--- src/design/t2ac_pkg.sv ---
// constants for the timer2 async update, irq and prescaler control block
package t2ac_pkg;
  localparam int ADDR_W = 12;
  // register indices; byte address is four times the index
  localparam logic [7:0] IDX_COUNTER = 8'h40;
  localparam logic [7:0] IDX_CMP_A   = 8'h41;
  localparam logic [7:0] IDX_CMP_B   = 8'h42;
  localparam logic [7:0] IDX_GENERAL = 8'h43;
  localparam logic [7:0] IDX_CTRL_A  = 8'h44;
  localparam logic [7:0] IDX_CTRL_B  = 8'h45;
  localparam logic [7:0] IDX_ASYNC   = 8'h46;
  localparam logic [7:0] IDX_MASK    = 8'h47;
  localparam logic [7:0] IDX_FLAGS   = 8'h48;
  // staging entries, numbered as their busy bits in the async status
  localparam int ENT_CTRL_B  = 0;
  localparam int ENT_CTRL_A  = 1;
  localparam int ENT_CMP_B   = 2;
  localparam int ENT_CMP_A   = 3;
  localparam int ENT_COUNTER = 4;
  localparam int ENTRIES     = 5;
  localparam int BIT_ASYNC_SEL = 5;
  // general control fields
  localparam int BIT_SYNC_MODE  = 7;
  localparam int BIT_ASYNC_PRST = 1;
  localparam int BIT_SHARED_PRST = 0;
  // interrupt flag and mask bits
  localparam int BIT_OVF   = 0;
  localparam int BIT_CMP_A = 1;
  localparam int BIT_CMP_B = 2;
  localparam int IRQ_BITS  = 3;
  // control field, reset values, counter limits and prescaler width
  localparam int BIT_WGM2 = 3;
  localparam logic [7:0] RST_BYTE   = 8'h00;
  localparam logic [7:0] COUNT_MAX  = 8'hff;
  localparam logic [7:0] COUNT_BOT  = 8'h00;
  localparam logic [9:0] PRESC_RST  = 10'h000;
  localparam int PRESC_W = 10;
endpackage

--- src/design/t2ac_timer.sv ---
// timer2 register side: staging, busy flags, irq flags, prescaler resets
//
// Added by the designer: register access over APB.
`timescale 1ns/10ps
module t2ac_timer #(
  parameter int ADDR_W = t2ac_pkg::ADDR_W
) (
  input  wire logic              pclk,              // bus clock, 40 MHz
  input  wire logic              presetn,           // async reset, low
  input  wire logic              psel,              // apb select
  input  wire logic              penable,           // apb enable
  input  wire logic              pwrite,            // apb direction
  input  wire logic [ADDR_W-1:0] paddr,             // apb byte address
  input  wire logic [31:0]       pwdata,            // apb write data
  output logic      [31:0]       prdata,            // apb read data
  output logic                   pready,            // apb ready
  output logic                   pslverr,           // apb error
  input  wire logic              tosc_in,           // oscillator pin
  input  wire logic              global_irq_enable, // cpu i-bit
  input  wire logic [2:0]        vector_ack,        // vector taken pulse
  output logic [2:0]             irq_req,           // per event request
  output logic                   irq,               // any unmasked flag
  output logic                   shared_prescaler_reset // other timers
);
  logic [7:0] stage [t2ac_pkg::ENTRIES];
  logic [7:0] live  [t2ac_pkg::ENTRIES];
  logic [t2ac_pkg::ENTRIES-1:0] busy;
  logic [t2ac_pkg::ENTRIES-1:0] wr_sel;
  logic       async_clock_select;
  logic       sync_mode_hold;
  logic       async_prescaler_reset;
  logic [2:0] timer2_interrupt_mask;
  logic [2:0] timer2_interrupt_flags;
  logic       tosc_s1;
  logic       tosc_s2;
  logic       tosc_s3;
  logic       timer_tick;
  logic [t2ac_pkg::PRESC_W-1:0] presc;
  logic [t2ac_pkg::PRESC_W-1:0] div_mask;
  logic       count_en;
  logic       count_down;
  logic [7:0] top;
  logic [2:0] wgm;
  logic       phase_correct;
  logic       ev_ovf;
  logic       ev_cmp_a;
  logic       ev_cmp_b;
  logic [2:0] events;
  logic       setup;
  logic       access;
  logic       wr;
  logic [7:0] idx;
  logic       mapped;
  logic [7:0] rd_byte;

  // ---------------- apb slave ----------------
  assign setup  = psel && !penable;
  assign access = psel && penable;
  assign wr     = access && pwrite && mapped;
  assign idx    = paddr[9:2];
  // zero wait states: every access completes in its first access cycle
  assign pready = 1'b1;

  // only the nine register words answer; anything else is an error
  always_comb begin
    mapped = (paddr[1:0] == 2'b00) && (paddr[ADDR_W-1:10] == '0);
    case (idx)
      t2ac_pkg::IDX_COUNTER, t2ac_pkg::IDX_CMP_A, t2ac_pkg::IDX_CMP_B,
      t2ac_pkg::IDX_GENERAL, t2ac_pkg::IDX_CTRL_A, t2ac_pkg::IDX_CTRL_B,
      t2ac_pkg::IDX_ASYNC, t2ac_pkg::IDX_MASK, t2ac_pkg::IDX_FLAGS: begin
      end
      default: begin
        mapped = 1'b0;
      end
    endcase
  end

  assign pslverr = access && !mapped;

  // unused bits of every register read as zero
  always_comb begin
    rd_byte = t2ac_pkg::RST_BYTE;
    case (idx)
      t2ac_pkg::IDX_COUNTER: rd_byte = live[t2ac_pkg::ENT_COUNTER];
      t2ac_pkg::IDX_CMP_A:   rd_byte = stage[t2ac_pkg::ENT_CMP_A];
      t2ac_pkg::IDX_CMP_B:   rd_byte = stage[t2ac_pkg::ENT_CMP_B];
      t2ac_pkg::IDX_CTRL_A:  rd_byte = stage[t2ac_pkg::ENT_CTRL_A];
      t2ac_pkg::IDX_CTRL_B:  rd_byte = stage[t2ac_pkg::ENT_CTRL_B];
      t2ac_pkg::IDX_GENERAL: begin
        rd_byte[t2ac_pkg::BIT_SYNC_MODE]   = sync_mode_hold;
        rd_byte[t2ac_pkg::BIT_ASYNC_PRST]  = async_prescaler_reset;
        rd_byte[t2ac_pkg::BIT_SHARED_PRST] = shared_prescaler_reset;
      end
      t2ac_pkg::IDX_ASYNC: begin
        rd_byte[t2ac_pkg::ENTRIES-1:0] = busy;
        rd_byte[t2ac_pkg::BIT_ASYNC_SEL] = async_clock_select;
      end
      t2ac_pkg::IDX_MASK:  rd_byte[2:0] = timer2_interrupt_mask;
      t2ac_pkg::IDX_FLAGS: rd_byte[2:0] = timer2_interrupt_flags;
      default: rd_byte = t2ac_pkg::RST_BYTE;
    endcase
  end

  // read data captured in the setup phase so it comes from a flop
  always_ff @(posedge pclk or negedge presetn) begin
    if (!presetn) begin
      prdata <= 32'h0000_0000;
    end else if (setup && !pwrite) begin
      prdata <= {24'h00_0000, rd_byte};
    end
  end

  // ---------------- timer clock source ----------------
  // oscillator pin is outside our domain; only s2 and s3 feed logic
  always_ff @(posedge pclk or negedge presetn) begin
    if (!presetn) begin
      tosc_s1 <= 1'b0;
      tosc_s2 <= 1'b0;
      tosc_s3 <= 1'b0;
    end else begin
      tosc_s1 <= tosc_in;
      tosc_s2 <= tosc_s1;
      tosc_s3 <= tosc_s2;
    end
  end

  // oscillator edges when async, every bus clock otherwise
  assign timer_tick = async_clock_select ? (tosc_s2 && !tosc_s3)
                                         : 1'b1;

  always_ff @(posedge pclk or negedge presetn) begin
    if (!presetn) begin
      async_clock_select <= 1'b0;
    end else if (wr && idx == t2ac_pkg::IDX_ASYNC) begin
      // switching source mid-count may leave staged values stale
      async_clock_select <= pwdata[t2ac_pkg::BIT_ASYNC_SEL];
    end
  end

  // ---------------- staging and busy flags ----------------
  always_comb begin
    // one-hot select of the staged register being written
    wr_sel = '0;
    if (wr) begin
      case (idx)
        t2ac_pkg::IDX_CTRL_B:  wr_sel[t2ac_pkg::ENT_CTRL_B]  = 1'b1;
        t2ac_pkg::IDX_CTRL_A:  wr_sel[t2ac_pkg::ENT_CTRL_A]  = 1'b1;
        t2ac_pkg::IDX_CMP_B:   wr_sel[t2ac_pkg::ENT_CMP_B]   = 1'b1;
        t2ac_pkg::IDX_CMP_A:   wr_sel[t2ac_pkg::ENT_CMP_A]   = 1'b1;
        t2ac_pkg::IDX_COUNTER: wr_sel[t2ac_pkg::ENT_COUNTER] = 1'b1;
        default: wr_sel = '0;
      endcase
    end
  end

  // a write racing its own transfer keeps busy: new value goes next tick
  for (genvar e = 0; e < t2ac_pkg::ENTRIES; e++) begin : g_stage
    always_ff @(posedge pclk or negedge presetn) begin
      if (!presetn) begin
        stage[e] <= t2ac_pkg::RST_BYTE;
        busy[e]  <= 1'b0;
      end else begin
        if (wr_sel[e]) begin
          stage[e] <= pwdata[7:0];
        end
        // busy only in async mode; sync writes land at once
        if (wr_sel[e] && async_clock_select) begin
          busy[e] <= 1'b1;
        end else if (timer_tick) begin
          busy[e] <= 1'b0;
        end
      end
    end
  end

  // compare and control live copies; the counter has its own process
  for (genvar e = 0; e < t2ac_pkg::ENT_COUNTER; e++) begin : g_live
    always_ff @(posedge pclk or negedge presetn) begin
      if (!presetn) begin
        live[e] <= t2ac_pkg::RST_BYTE;
      end else if (wr_sel[e] && !async_clock_select) begin
        live[e] <= pwdata[7:0];
      end else if (busy[e] && timer_tick && !wr_sel[e]) begin
        live[e] <= stage[e];
      end
    end
  end

  // ---------------- prescaler ----------------
  always_comb begin
    // prescaler taps for /8 up to /1024; /1 needs no tap
    case (live[t2ac_pkg::ENT_CTRL_B][2:0])
      3'd2:    div_mask = 10'h007;
      3'd3:    div_mask = 10'h01f;
      3'd4:    div_mask = 10'h03f;
      3'd5:    div_mask = 10'h07f;
      3'd6:    div_mask = 10'h0ff;
      3'd7:    div_mask = 10'h3ff;
      default: div_mask = 10'h000;
    endcase
  end

  always_ff @(posedge pclk or negedge presetn) begin
    if (!presetn) begin
      presc <= t2ac_pkg::PRESC_RST;
    end else if (async_prescaler_reset) begin
      // counting resumes on the first tick after the bit drops
      presc <= t2ac_pkg::PRESC_RST;
    end else if (timer_tick) begin
      presc <= presc + 10'h001;
    end
  end

  assign count_en = timer_tick && !async_prescaler_reset &&
                    (live[t2ac_pkg::ENT_CTRL_B][2:0] != 3'd0) &&
                    ((presc & div_mask) == div_mask);

  // ---------------- counter core ----------------
  // wave mode: control B bit3 above control A bits 1:0
  assign wgm = {live[t2ac_pkg::ENT_CTRL_B][t2ac_pkg::BIT_WGM2],
                live[t2ac_pkg::ENT_CTRL_A][1:0]};
  assign phase_correct = (wgm[1:0] == 2'b01);
  // top comes from compare A in clear-on-match and the bit2 modes
  assign top = (wgm[2] || wgm[1:0] == 2'b10) ? live[t2ac_pkg::ENT_CMP_A]
                                             : t2ac_pkg::COUNT_MAX;

  always_comb begin
    // dual slope flags overflow at the bottom turn, never at top
    ev_ovf = 1'b0;
    if (count_en) begin
      if (phase_correct) begin
        ev_ovf = count_down &&
                 (live[t2ac_pkg::ENT_COUNTER] == t2ac_pkg::COUNT_BOT);
      end else if (wgm[1:0] == 2'b11) begin
        ev_ovf = (live[t2ac_pkg::ENT_COUNTER] == top);
      end else begin
        ev_ovf = (live[t2ac_pkg::ENT_COUNTER] == t2ac_pkg::COUNT_MAX);
      end
    end
  end

  // matches need a counting tick, so a stopped counter stays silent
  assign ev_cmp_a = count_en &&
    (live[t2ac_pkg::ENT_COUNTER] == live[t2ac_pkg::ENT_CMP_A]);
  assign ev_cmp_b = count_en &&
    (live[t2ac_pkg::ENT_COUNTER] == live[t2ac_pkg::ENT_CMP_B]);

  // a sync counter write, or a staged transfer in async mode, wins over counting in the same tick
  always_ff @(posedge pclk or negedge presetn) begin
    if (!presetn) begin
      live[t2ac_pkg::ENT_COUNTER] <= t2ac_pkg::RST_BYTE;
      count_down <= 1'b0;
    end else if (wr_sel[t2ac_pkg::ENT_COUNTER] && !async_clock_select) begin
      live[t2ac_pkg::ENT_COUNTER] <= pwdata[7:0];
    end else if (busy[t2ac_pkg::ENT_COUNTER] && timer_tick &&
                 !wr_sel[t2ac_pkg::ENT_COUNTER]) begin
      live[t2ac_pkg::ENT_COUNTER] <= stage[t2ac_pkg::ENT_COUNTER];
    end else if (count_en) begin
      if (phase_correct) begin
        if (!count_down && live[t2ac_pkg::ENT_COUNTER] >= top) begin
          // turn at top; the top value itself is shown once
          count_down <= 1'b1;
          live[t2ac_pkg::ENT_COUNTER] <=
            live[t2ac_pkg::ENT_COUNTER] - 8'h01;
        end else if (count_down &&
                     live[t2ac_pkg::ENT_COUNTER] == t2ac_pkg::COUNT_BOT) begin
          count_down <= 1'b0;
          live[t2ac_pkg::ENT_COUNTER] <= 8'h01;
        end else if (count_down) begin
          live[t2ac_pkg::ENT_COUNTER] <=
            live[t2ac_pkg::ENT_COUNTER] - 8'h01;
        end else begin
          live[t2ac_pkg::ENT_COUNTER] <=
            live[t2ac_pkg::ENT_COUNTER] + 8'h01;
        end
      end else if (wgm[1:0] != 2'b00 &&
                   live[t2ac_pkg::ENT_COUNTER] == top) begin
        live[t2ac_pkg::ENT_COUNTER] <= t2ac_pkg::COUNT_BOT;
      end else begin
        live[t2ac_pkg::ENT_COUNTER] <= live[t2ac_pkg::ENT_COUNTER] + 8'h01;
      end
    end
  end

  // ---------------- interrupt mask and flags ----------------
  always_ff @(posedge pclk or negedge presetn) begin
    if (!presetn) begin
      timer2_interrupt_mask <= 3'b000;
    end else if (wr && idx == t2ac_pkg::IDX_MASK) begin
      // only the three event enables are stored
      timer2_interrupt_mask <= pwdata[2:0];
    end
  end

  always_comb begin
    events = 3'b000;
    events[t2ac_pkg::BIT_OVF]   = ev_ovf;
    events[t2ac_pkg::BIT_CMP_A] = ev_cmp_a;
    events[t2ac_pkg::BIT_CMP_B] = ev_cmp_b;
  end

  // set beats any clear landing in the same cycle
  for (genvar f = 0; f < t2ac_pkg::IRQ_BITS; f++) begin : g_flag
    always_ff @(posedge pclk or negedge presetn) begin
      if (!presetn) begin
        timer2_interrupt_flags[f] <= 1'b0;
      end else if (events[f]) begin
        timer2_interrupt_flags[f] <= 1'b1;
      end else if (vector_ack[f] ||
                   (wr && idx == t2ac_pkg::IDX_FLAGS && pwdata[f])) begin
        timer2_interrupt_flags[f] <= 1'b0;
      end
    end
    assign irq_req[f] = timer2_interrupt_mask[f] && global_irq_enable &&
                        timer2_interrupt_flags[f];
  end

  // summary line ignores the global enable; the requests honour it
  assign irq = |(timer2_interrupt_flags & timer2_interrupt_mask);

  // ---------------- general control ----------------
  // sync mode freezes both reset bits so the timers start together
  always_ff @(posedge pclk or negedge presetn) begin
    if (!presetn) begin
      sync_mode_hold         <= 1'b0;
      async_prescaler_reset  <= 1'b0;
      shared_prescaler_reset <= 1'b0;
    end else if (wr && idx == t2ac_pkg::IDX_GENERAL) begin
      sync_mode_hold <= pwdata[t2ac_pkg::BIT_SYNC_MODE];
      // leaving sync mode drops both bits at the same edge
      if (sync_mode_hold && !pwdata[t2ac_pkg::BIT_SYNC_MODE]) begin
        async_prescaler_reset  <= 1'b0;
        shared_prescaler_reset <= 1'b0;
      end else begin
        async_prescaler_reset  <= pwdata[t2ac_pkg::BIT_ASYNC_PRST];
        shared_prescaler_reset <= pwdata[t2ac_pkg::BIT_SHARED_PRST];
      end
    end else if (!sync_mode_hold) begin
      // outside sync mode a written shared bit lasts one cycle
      shared_prescaler_reset <= 1'b0;
      // async mode keeps the bit until a tick has reset the prescaler
      if (!async_clock_select || timer_tick) begin
        async_prescaler_reset <= 1'b0;
      end
    end
  end
endmodule

--- config.mk ---
export PLATFORM = sky130hd
export DESIGN_NAME = t2ac_timer
export DESIGN_NICKNAME = d
export VERILOG_FILES = /design/src/design/t2ac_pkg.sv /design/src/design/t2ac_timer.sv
export SDC_FILE = /design/constraint.sdc
export NUM_CORES = 1
export LEC_CHECK = 0
export ABC_AREA = 1
export BUFFER_PORTS_ARGS = -buffer_cell sky130_fd_sc_hd__buf_2
export CAP_MARGIN = 20
export CORE_AREA = 2 2 118 120
export DETAILED_ROUTE_END_ITERATION = 16
export DIE_AREA = 0 0 120 122
export PLACE_DENSITY = 0.81
export SETUP_SLACK_MARGIN = 0.4
export SLEW_MARGIN = 15
export SYNTH_ARGS = -nofsm -noshare
export SYNTH_HDL_FRONTEND = slang
export SYNTH_SLANG_ARGS = --single-unit
--- constraint.sdc ---
create_clock -name pclk -period 4 [get_ports pclk]
set_input_delay 0.8 -clock pclk [delete_from_list [all_inputs] [get_ports pclk]]
set_output_delay 0.8 -clock pclk [all_outputs]
set_load 0.02 [all_outputs]
Yosys cells after proc, flatten, opt, wreduce, memory -nomap -nowiden
Index checks and enable logic that the tools add are counted.

cells by class
  bitwise gates (word level) = 4
  add/sub/neg operators = 3
  reduce and logical (&&, ||, !) cells = 93
  muxes and demuxes = 57
  equal/unequal tests = 24
  order comparisons = 1

operators by type and width
  kind                                                  number
  two-way mux 8 bit                                     13
  equality test 8 x 7 -> 1 bit (second input constant)  9
  one-hot mux 10 bit (6 select lines)                   1
  logical AND 1 bit                                     50
  nonzero test 2 bit                                    16
  two-way mux 1 bit                                     31
  equality test 8 bit                                   3
  two-way mux 10 bit                                    2
  one-hot mux 2 bit (9 select lines)                    1
  one-hot mux 3 bit (6 select lines)                    1
  logical NOT 1 bit                                     13
  equality test 3 bit (second input constant)           4
  adder 10 x 1 -> 10 bit (second input constant)        1
  bitwise AND 10 bit                                    1
  equality test 10 bit                                  1
  OR reduction 9 bit                                    1
  adder 8 x 1 -> 8 bit (second input constant)          1
  equality test 8 bit (second input constant)           1
  >= comparator 8 bit                                   1
  logical NOT 8 bit                                     1
  two-way mux 4 bit                                     2
  one-hot mux 1 bit (8 select lines)                    1
  subtractor 8 x 1 -> 8 bit (second input constant)     1
  equality test 3 x 2 -> 1 bit (second input constant)  2
  other kinds (15)                                      24

word-level totals
  register bits = 107
  logic and storage cells = 211

Longest topological paths before layout
Gate-level depths: netlist of run 1.

  word-level depth = 10
  mapped depth = 20

Worst setup path after synthesis of run 1
No wires, ideal clock.

  kind = input-to-output
  start point = in paddr[6]
  end point = out pslverr
  path slack = 1601 ps
  stages = 8
  buffers on the path = 0
  required time = 3200 ps
  arrival time = 1599 ps
  cells stage by stage = inv_1 -> nand3_4 -> clkinv_1 -> nand2_2 -> nand2_4 -> nand2_4 -> inv_6 -> nor2_1

between the ends
  cells in the longest elaborated chain, start to end = 5

RTL lines
  item                          line              RTL
  from (decl)                   t2ac_timer.sv:13  input wire logic [ADDR_W-1:0] paddr,
  equality test 8 x 7 -> 1 bit  t2ac_timer.sv:67  case (idx)
  OR reduction 9 bit (*)        t2ac_timer.sv:67
  two-way mux 1 bit (*)         t2ac_timer.sv:67
  logical NOT 1 bit (*)         t2ac_timer.sv:78  assign pslverr = access && !mapped;
  logical AND 1 bit (*)         t2ac_timer.sv:78
  to (decl)                     t2ac_timer.sv:17  output logic pslverr,

Every way passes the cells marked *; elsewhere a longest branch is shown, timed or not.

Worst setup path in the final report of run 1
  start point = reg live[25] (netlist name)
  end point = reg live[5] (netlist name)

between the ends
  cells in the longest elaborated chain, start to end = 10

RTL lines
  item                                                        line                                  RTL
  from (decl)                                                 t2ac_timer.sv:26                      logic [7:0] live [t2ac_pkg::ENTRIES];
  from (signal, indexed assignment)                           t2ac_timer.sv:180                     live[e] <= t2ac_pkg::RST_BYTE;
  from (signal, indexed assignment)                           t2ac_timer.sv:182                     live[e] <= pwdata[7:0];
  from (signal, indexed assignment)                           t2ac_timer.sv:184                     live[e] <= stage[e];
  equality test 2 bit                                         t2ac_timer.sv:224                     assign top = (wgm[2] || wgm[1:0] == 2'b10) ? live[t2ac_pkg::ENT_CMP_A]
  logical OR 1 bit                                            t2ac_timer.sv:224
  two-way mux 8 bit                                           t2ac_timer.sv:224
  >= comparator 8 bit or equality test 8 bit (tied branches)  t2ac_timer.sv:260, t2ac_timer.sv:277
  logical AND 1 bit (on tied branches)                        t2ac_timer.sv:260, t2ac_timer.sv:276
  two-way mux 8 bit (on tied branches)                        t2ac_timer.sv:260, t2ac_timer.sv:276
  two-way mux 8 bit (*)                                       t2ac_timer.sv:259                     if (phase_correct) begin
  two-way mux 8 bit (*)                                       t2ac_timer.sv:258                     end else if (count_en) begin
  two-way mux 8 bit (*)                                       t2ac_timer.sv:255                     end else if (busy[t2ac_pkg::ENT_COUNTER] && timer_tick &&
  two-way mux 8 bit (*)                                       t2ac_timer.sv:253                     end else if (wr_sel[t2ac_pkg::ENT_COUNTER] && !async_clock_select) begin

Every way passes the cells marked *; elsewhere a longest branch is shown, timed or not. The select of a mux whose other input is x is not followed.
A chain may end at the register's enable or synchronous reset.

==> results.md, run 1 <==
* Die height at 122 um
* Post-synthesis mux area share at 0%
* Ranking of synthesized cells by area: dfrtp_1 41%, nand2_1 15%, o21ai_0 5.6%
* Slowest CP cell: a21oi_1
* Synthesized area per cell at 7.519 sq um
* DRT iter0 DRCs at 572
* Endpoints failing hold at 0
* Total GRT Usage at 25.46%
* Grt ovf at 0
* Drt first pass iters at 5
* # diodes at 0
* Synth warn at 0
* Cell variety after synth at between 50 and 60
* Root Driver: clkbuf_16
* FMAX at 358.7 MHz
* CTS HTree Levels at 3
* Crit. End Element: flop
* Slew Limit Headroom at 59.44%
* # clock sinks at 107
* Sequential element share of the synthesized area at 40.75%
* Top cells by count, synth: 254 x nand2_1, 107 x dfrtp_1, 82 x inv_1
* Dpl hpwl at 12.78 mm
* FF-to-FF path depth at 16
* Compound-Gate Fraction of Synth Area at around an eighth
* XOR/XNOR Fraction of Synth Area at 3.065%
* Largest net degree at the start of global routing at between 70 and 80
* Floorplan row count at 43
* Worst-Skew Late Latency at 0.36 ns
* Synthesized instance count at about 900
* Worst-margin pin slew at between 0.6 and 0.7 ns
* Core area at 13500 sq um
* PortBufs at 43
* Post-Place Cells at 1079
* Final setup violating endpoints at 0
* Max Cap Violations at 0
* Cts repair resizes at 0
* Pwr Total at 3.118 mW
* Largest area contributor in the netlist: dfrtp_1
* DR WL/cell at 16.10 um
* Required @ worst endpoint at between 4 and 5 ns
* P&R area growth vs syn at 8.663%
* Hold_buf cts at 0
* Worst path cell trace: a21oi_1, nor2_1, ha_1, nand2_1, nor2_1, nand2_1, nand2_1, nor2_1, nand3_1, nand2_1, nand2_1, nand2_1, nand2_1, nand2_1, nand2_1, a21oi_2
* Multi-input gate area at around 3300 sq um
* First-pass GRT wire length at roughly 29 mm
* Final Non-Filler Cells at roughly 1100
* Ports at between 90 and 100
* Mapped Area at 6571 sq um
* Hold depth at 0
* Initial core utilization at 48.66%
* Layout cell share with drive strength beyond 1 at 13.11%
* Post-Synth Adder-Cell Area at 2.094%
* GP Congestion at 0.9302
* Fin Hold WS at between 0.3 and 0.4 ns
* CP Class: reg -> reg
* Die extent in x at roughly 120 um
* Power Density at 436.7 nW/um^2
* Core Util, Final at 52.88%
* Antenna violations before repair at 0
* CP max stage delay at 0.54 ns
* Routed via count at ~5900
* Main flop type after synthesis: dfrtp_1
* Design area at 7141 sq um
* Period minus WS final at approximately 2.8 ns
* Critical Path AT at 3.07 ns
* Simple-gate share of the synthesized area at 31.05%
* Post-synth EDFFs at 0
* Fillcell total at 1311
* Hold crit path type: reg -> reg
* Clock buffer depth at 2
* Status: finished, final reports clean
* Setup tns final at 0 ns
* Top-count cell post-synth: nand2_1
* CP startpoint kind: flop
* CP dominant cell by count: nand2_1
* Post-CTS setup buffers at 0
* Post-route DRC at 0
* Pins Over Slew Limit at 0
* Routed wire length at 17.63 mm
* Register area at between 2000 and 3000 sq um
* Vias in the first global route at 5643
* Share of the synthesized area in the top cell type at 40.75%
* #FFs+latches synth at ~110
* CTS tree: yes
* Dpl ws at roughly 1.3 ns
* Clock Skew at roughly 0.0062 ns
* Largest family of logic cells by synthesized area: simple AND/OR/NAND/NOR gates
* CTS Buf Count at 9
* Mean number of vias per cell at 5.418
* Crit share post-route at 69.70%
* Ys async rst share at 100.0%
* CP Max Fanout at 8
* Nets at between 900 and 1000
* Setup WS post-layout at roughly 1.2 ns
* Clock transition at path regs at 0.07 ns
* RSZ-0062 raised after global routing: no
* Die ar. at 14640 sq um
* Leakage power at 3.711 nW
* Placed cell area at 6829 sq um
* Detail Route Antenna Nets at 0
* Worst vdd ir at 0.2996 mV
-- power by group --
group	switching, mW	internal (mW)
logic	0.533	0.324
clock network	0.413	0.483
registers	0.204	1.16
-- path summary, 6_finish.rpt --
kind,slack (ns),start,endpoint
min in group asynchronous,0.40,presetn,live[23]
worst max-delay path,1.21,live[25],live[5]
max in group asynchronous,2.77,presetn,busy[0]
worst max register to register,1.21,live[25],live[5]
worst min register to register,0.35,tosc_s1,tosc_s2
worst min-delay path,0.35,tosc_s1,tosc_s2
-- final cells by class --
type | count | area share, %
well taps | 180 | 3.154
inverters | 97 | 5.327
clock buffers | 9 | 3.154
repair buffers | 47 | 3.645
multi-input cells | 649 | 46.29
flip-flops and latches | 107 | 37.50
clock inverters | 6 | 0.9287
-- placed cells by master (no fill, tap or decap), types with 9 or more instances in the layout --
cell and count:
a21oi_1 41, buf_2 42, clkbuf_16 9, conb_1 25
dfrtp_1 107, ha_1 11, inv_1 82, inv_2 9
nand2_1 254, nand2_2 9, nand3_1 42, nand4_1 11
nor2_1 76, nor3_1 9, o21ai_0 73, o22ai_1 12
xnor2_1 9, xor2_1 14
-- sequential cells by signal (all words and copies together) (netlist names) --
signal and count:
async_clock_select 1, count_down 1, stage 40, prdata 8, async_prescaler_reset 1, live 30, timer2_interrupt_flags 3, tosc_s3 1
tosc_s1 1, tosc_s2 1, presc 10, timer2_interrupt_mask 3, shared_prescaler_reset 1, busy 5, sync_mode_hold 1
-- per-layer routing --
metal	share of wire (%)	vias to the layer above	wire length (um)	GRT usage (%)
met1	42	2785	7358	32.67
li1	-	2840	-	-
met2	47	254	8232	40.77
met5	0	-	0	0
met4	3.4	0	592	11.62
met3	8.2	54	1445	6.227
-- logic make-up after synthesis --
kind of cell	after synthesis
AO/OA/AOI/OAI	151
XOR/XNOR	23
adder cells (fa/ha/maj)	11
buffers and inverters	141
flip-flops	107
other	2
AND/OR/NAND/NOR	439
-- critical path: cells and delay by family, from the launching register on --
kind            cells  cell delay, ns
fa+ha+maj           1            0.31
compound gates      2            0.65
flops               1            0.44
simple gates       13            1.31
(Power assumes the default switching activity.)
==> run 2, diff against run 1 <==
Clock period 4 ns to 2.6 ns, I/O delays scaled along.
==> run 2 against run 1 <==
Compared with the run above: wire length increased by 3.6%; critical endpoint is now live[2]; die area unchanged; core utilization increased by 1.6 points; register-to-register slack got worse by 0.82 ns; largest cell class unchanged; maximum frequency increased by 26%; cell area increased by 3.1%; critical path depth increased by 2.
==> results.md, run 2 (same netlist as run 1, synthesis figures left out) <==
* Antenna violations before repair at 0 (unchanged)
* First-pass GRT wire length at 29.72 mm (+3.5%)
* Critical Path AT at 2.46 ns (-0.61 ns)
* CTS tree: yes
* Hold crit path type: in -> async
* Switching part of the total power at 36.71% (-0.18 points)
* Total GRT Usage at 26.34% (+0.89 points)
* Die height at 122 um (unchanged)
* Clock buffer depth at 2 (unchanged)
* Commonest non-fill, non-tap cells in the layout: 245 x nand2_1, 106 x dfrtp_1, 80 x inv_1, 73 x nor2_1, 73 x o21ai_0
* Leakage power at 3.827 nW (+3.1%)
* Required @ worst endpoint at 2.85 ns (-1.43 ns)
* CP Max Fanout at 8 (unchanged)
* Clock Skew at 0.009460 ns (+0.003288 ns)
* Clock group share of total power at 28.3% (-0.5 points)
* Largest net degree at the start of global routing at 40 (-49%)
* Sequential Power Share at 39.1% (-4.6 points)
* Dpl hpwl at 13.47 mm (+5.4%)
* Clock transition at path regs at 0.07 ns (about the same)
* Hold_buf cts at 0 (unchanged)
* Post-Place Cells at 1092 (+1.2%)
* Gate power share at 32.6% (+5.1 points)
* P&R area growth vs syn at 12.01%
* Routed via count at 6067 (+2.3%)
* Worst vdd ir at 0.4605 mV (+54%)
* Post-route DRC at 0 (unchanged)
* CP Class: reg -> reg
* Endpoints failing hold at 0 (unchanged)
* Crit share post-route at 84.95% (+15 points)
* CTS HTree Levels at 3 (unchanged)
* Die ar. at 14640 sq um (unchanged)
* Vias in the first global route at 5944 (+5.3%)
* Setup tns final at 0 ns (unchanged)
* Mean number of vias per cell at 5.451 (+0.60%)
* Max reg flops at 40 (unchanged)
* Routed wire length at 18.26 mm (+3.6%)
* Crit. End Element: flop
* Final Non-Filler Cells at 1113 (+1.6%)
* DR WL/cell at 16.41 um (+1.9%)
* Most flops, register: stage
* Dpl ws at 0.1727 ns (-1.092 ns)
* Nets at 993 (+1.7%)
* Slew Limit Headroom at 63.29% (+3.8 points)
* NetSw at 1.834 mW (+59%)
* GP Congestion at 0.9621 (+3.4%)
* CP dominant cell by count: nand2_1
* Register area at 2679 sq um (about the same)
* Root Driver: clkbuf_16
* Biggest regs: stage x40, live x30, presc x10
* FMAX at 452.8 MHz (+26%)
* Buf+Inv Stages, Crit Path at 0 (unchanged)
* Layout cell share with drive strength beyond 1 at 16.72% (+3.6 points)
* RSZ-0062 raised after global routing: yes
* Setup WS post-layout at 0.3913 ns (-0.8206 ns)
* DRT iter0 DRCs at 651 (+14%)
* Max Cap Violations at 0 (unchanged)
* Initial core utilization at 48.66% (unchanged)
* Die extent in x at 120 um (unchanged)
* CP startpoint kind: flop
* Multi-input gate area at 3376 sq um (+2.1%)
* Floorplan row count at 43 (unchanged)
* Commonest non-fill, non-tap cell in the layout: nand2_1
* Drt first pass iters at 5 (unchanged)
* Top delay family on crit path: simple AND/OR/NAND/NOR gates
* PortBufs at 43 (unchanged)
* Core Util, Final at 54.51% (+1.6 points)
* Status: finished, final reports clean
* CP max stage delay at 0.45 ns (-0.09 ns)
* Worst path cell trace: a21oi_4, nor2_1, ha_1, nand2_2, nor2_2, nand2_2, nand2_2, nor2_4, nand2_2, nand2_2, nand2_1, nand2_1, nand2_1, nand2_1, nand2_1, nand2_1, nand2_1, nand2_1
* Worst-margin pin slew at 0.5465 ns (-0.06195 ns)
* Cell internal pwr at 3.162 mW (+61%)
* Pins Over Slew Limit at 0 (unchanged)
* Pwr Total at 4.996 mW (+60%)
* Ports at 93 (unchanged)
* Slowest CP cell: dfrtp_2
* Power Density at 678.8 nW/um^2 (+55%)
* # diodes at 0 (unchanged)
* Grt ovf at 0 (unchanged)
* Final setup violating endpoints at 0 (unchanged)
* CTS Buf Count at 9 (unchanged)
* Detail Route Antenna Nets at 0 (unchanged)
* Worst-Skew Late Latency at 0.35 ns (about the same)
* Fillcell total at 1243 (-5.2%)
* # clock sinks at 107 (unchanged)
* Core area at 13500 sq um (unchanged)
* Period minus WS final at 2.209 ns (-0.5794 ns)
==> run 2: what timing repair did <==
action | 4_1_cts | 5_1_grt
pin swaps | 6 | 11
setup buffers | 4 | 1
setup endpoints to repair | 8 | 10
resized for setup | 13 | 10
==> run 2: per-stage QoR <==
stage	area (sq um)	hold slack [ns]
2_1_floorplan	6661	0.2244
3_3_place_gp	6943	0.3360
3_5_place_dp	6943	0.3405
4_1_cts	7325	0.1319
5_1_grt	7361	0.1494
6_report	7361	0.1187
==> run 2: path summary, 6_finish.rpt <==
kind,startpoint,to,slack (ns),cells past startpoint
min in group pclk,tosc_in,tosc_s1,0.27,1
setup reg to reg,live[35],live[2],0.39,18
hold / removal,presetn,stage[27],0.12,1
max in group asynchronous,presetn,live[35],1.83,2
setup / recovery,live[35],live[2],0.39,18
hold reg to reg,tosc_s1,tosc_s2,0.36,0
==> run 2: metal layers <==
metal  vias to the layer above  track usage (%)  wire length [um]
li1                       2883                -                 -
met1                      2852            33.09              7401
met2                       268            42.97              8599
met3                        64            6.461              1455
met4                         0            12.21               805
met5                         -                0                 0
==> run 2: layout make-up <==
type                       instances  area share [%]
clock buffer                      10           3.247
clock inverter                     6          0.9519
inverter                          97           5.167
multi-input combinational        649           45.86
sequential                       107           36.39
tap                              180           3.060
timing repair buffer              64           5.320
==> run 2: power groups by stage <==
stage | sequential, mW | clock [mW] | combinational [mW]
final | 1.96 | 1.41 | 1.63
after global routing | 1.96 | 1.50 | 1.82
after CTS | 1.95 | 1.43 | 1.57
after detailed placement | 1.98 | 0 | 1.54
after global placement | 1.98 | 0 | 1.51
after floorplan | 1.91 | 0 | 1.13
==> run 2: worst reg2reg max path: cells and delay by family, from the launching register on <==
| kind | cells | cell delay, ns |
|---|---|---|
| AO/OA/AOI/OAI | 1 | 0.23 |
| flip-flops | 1 | 0.45 |
| AND/OR/NAND/NOR | 16 | 1.13 |
| adder cells (fa/ha/maj) | 1 | 0.31 |
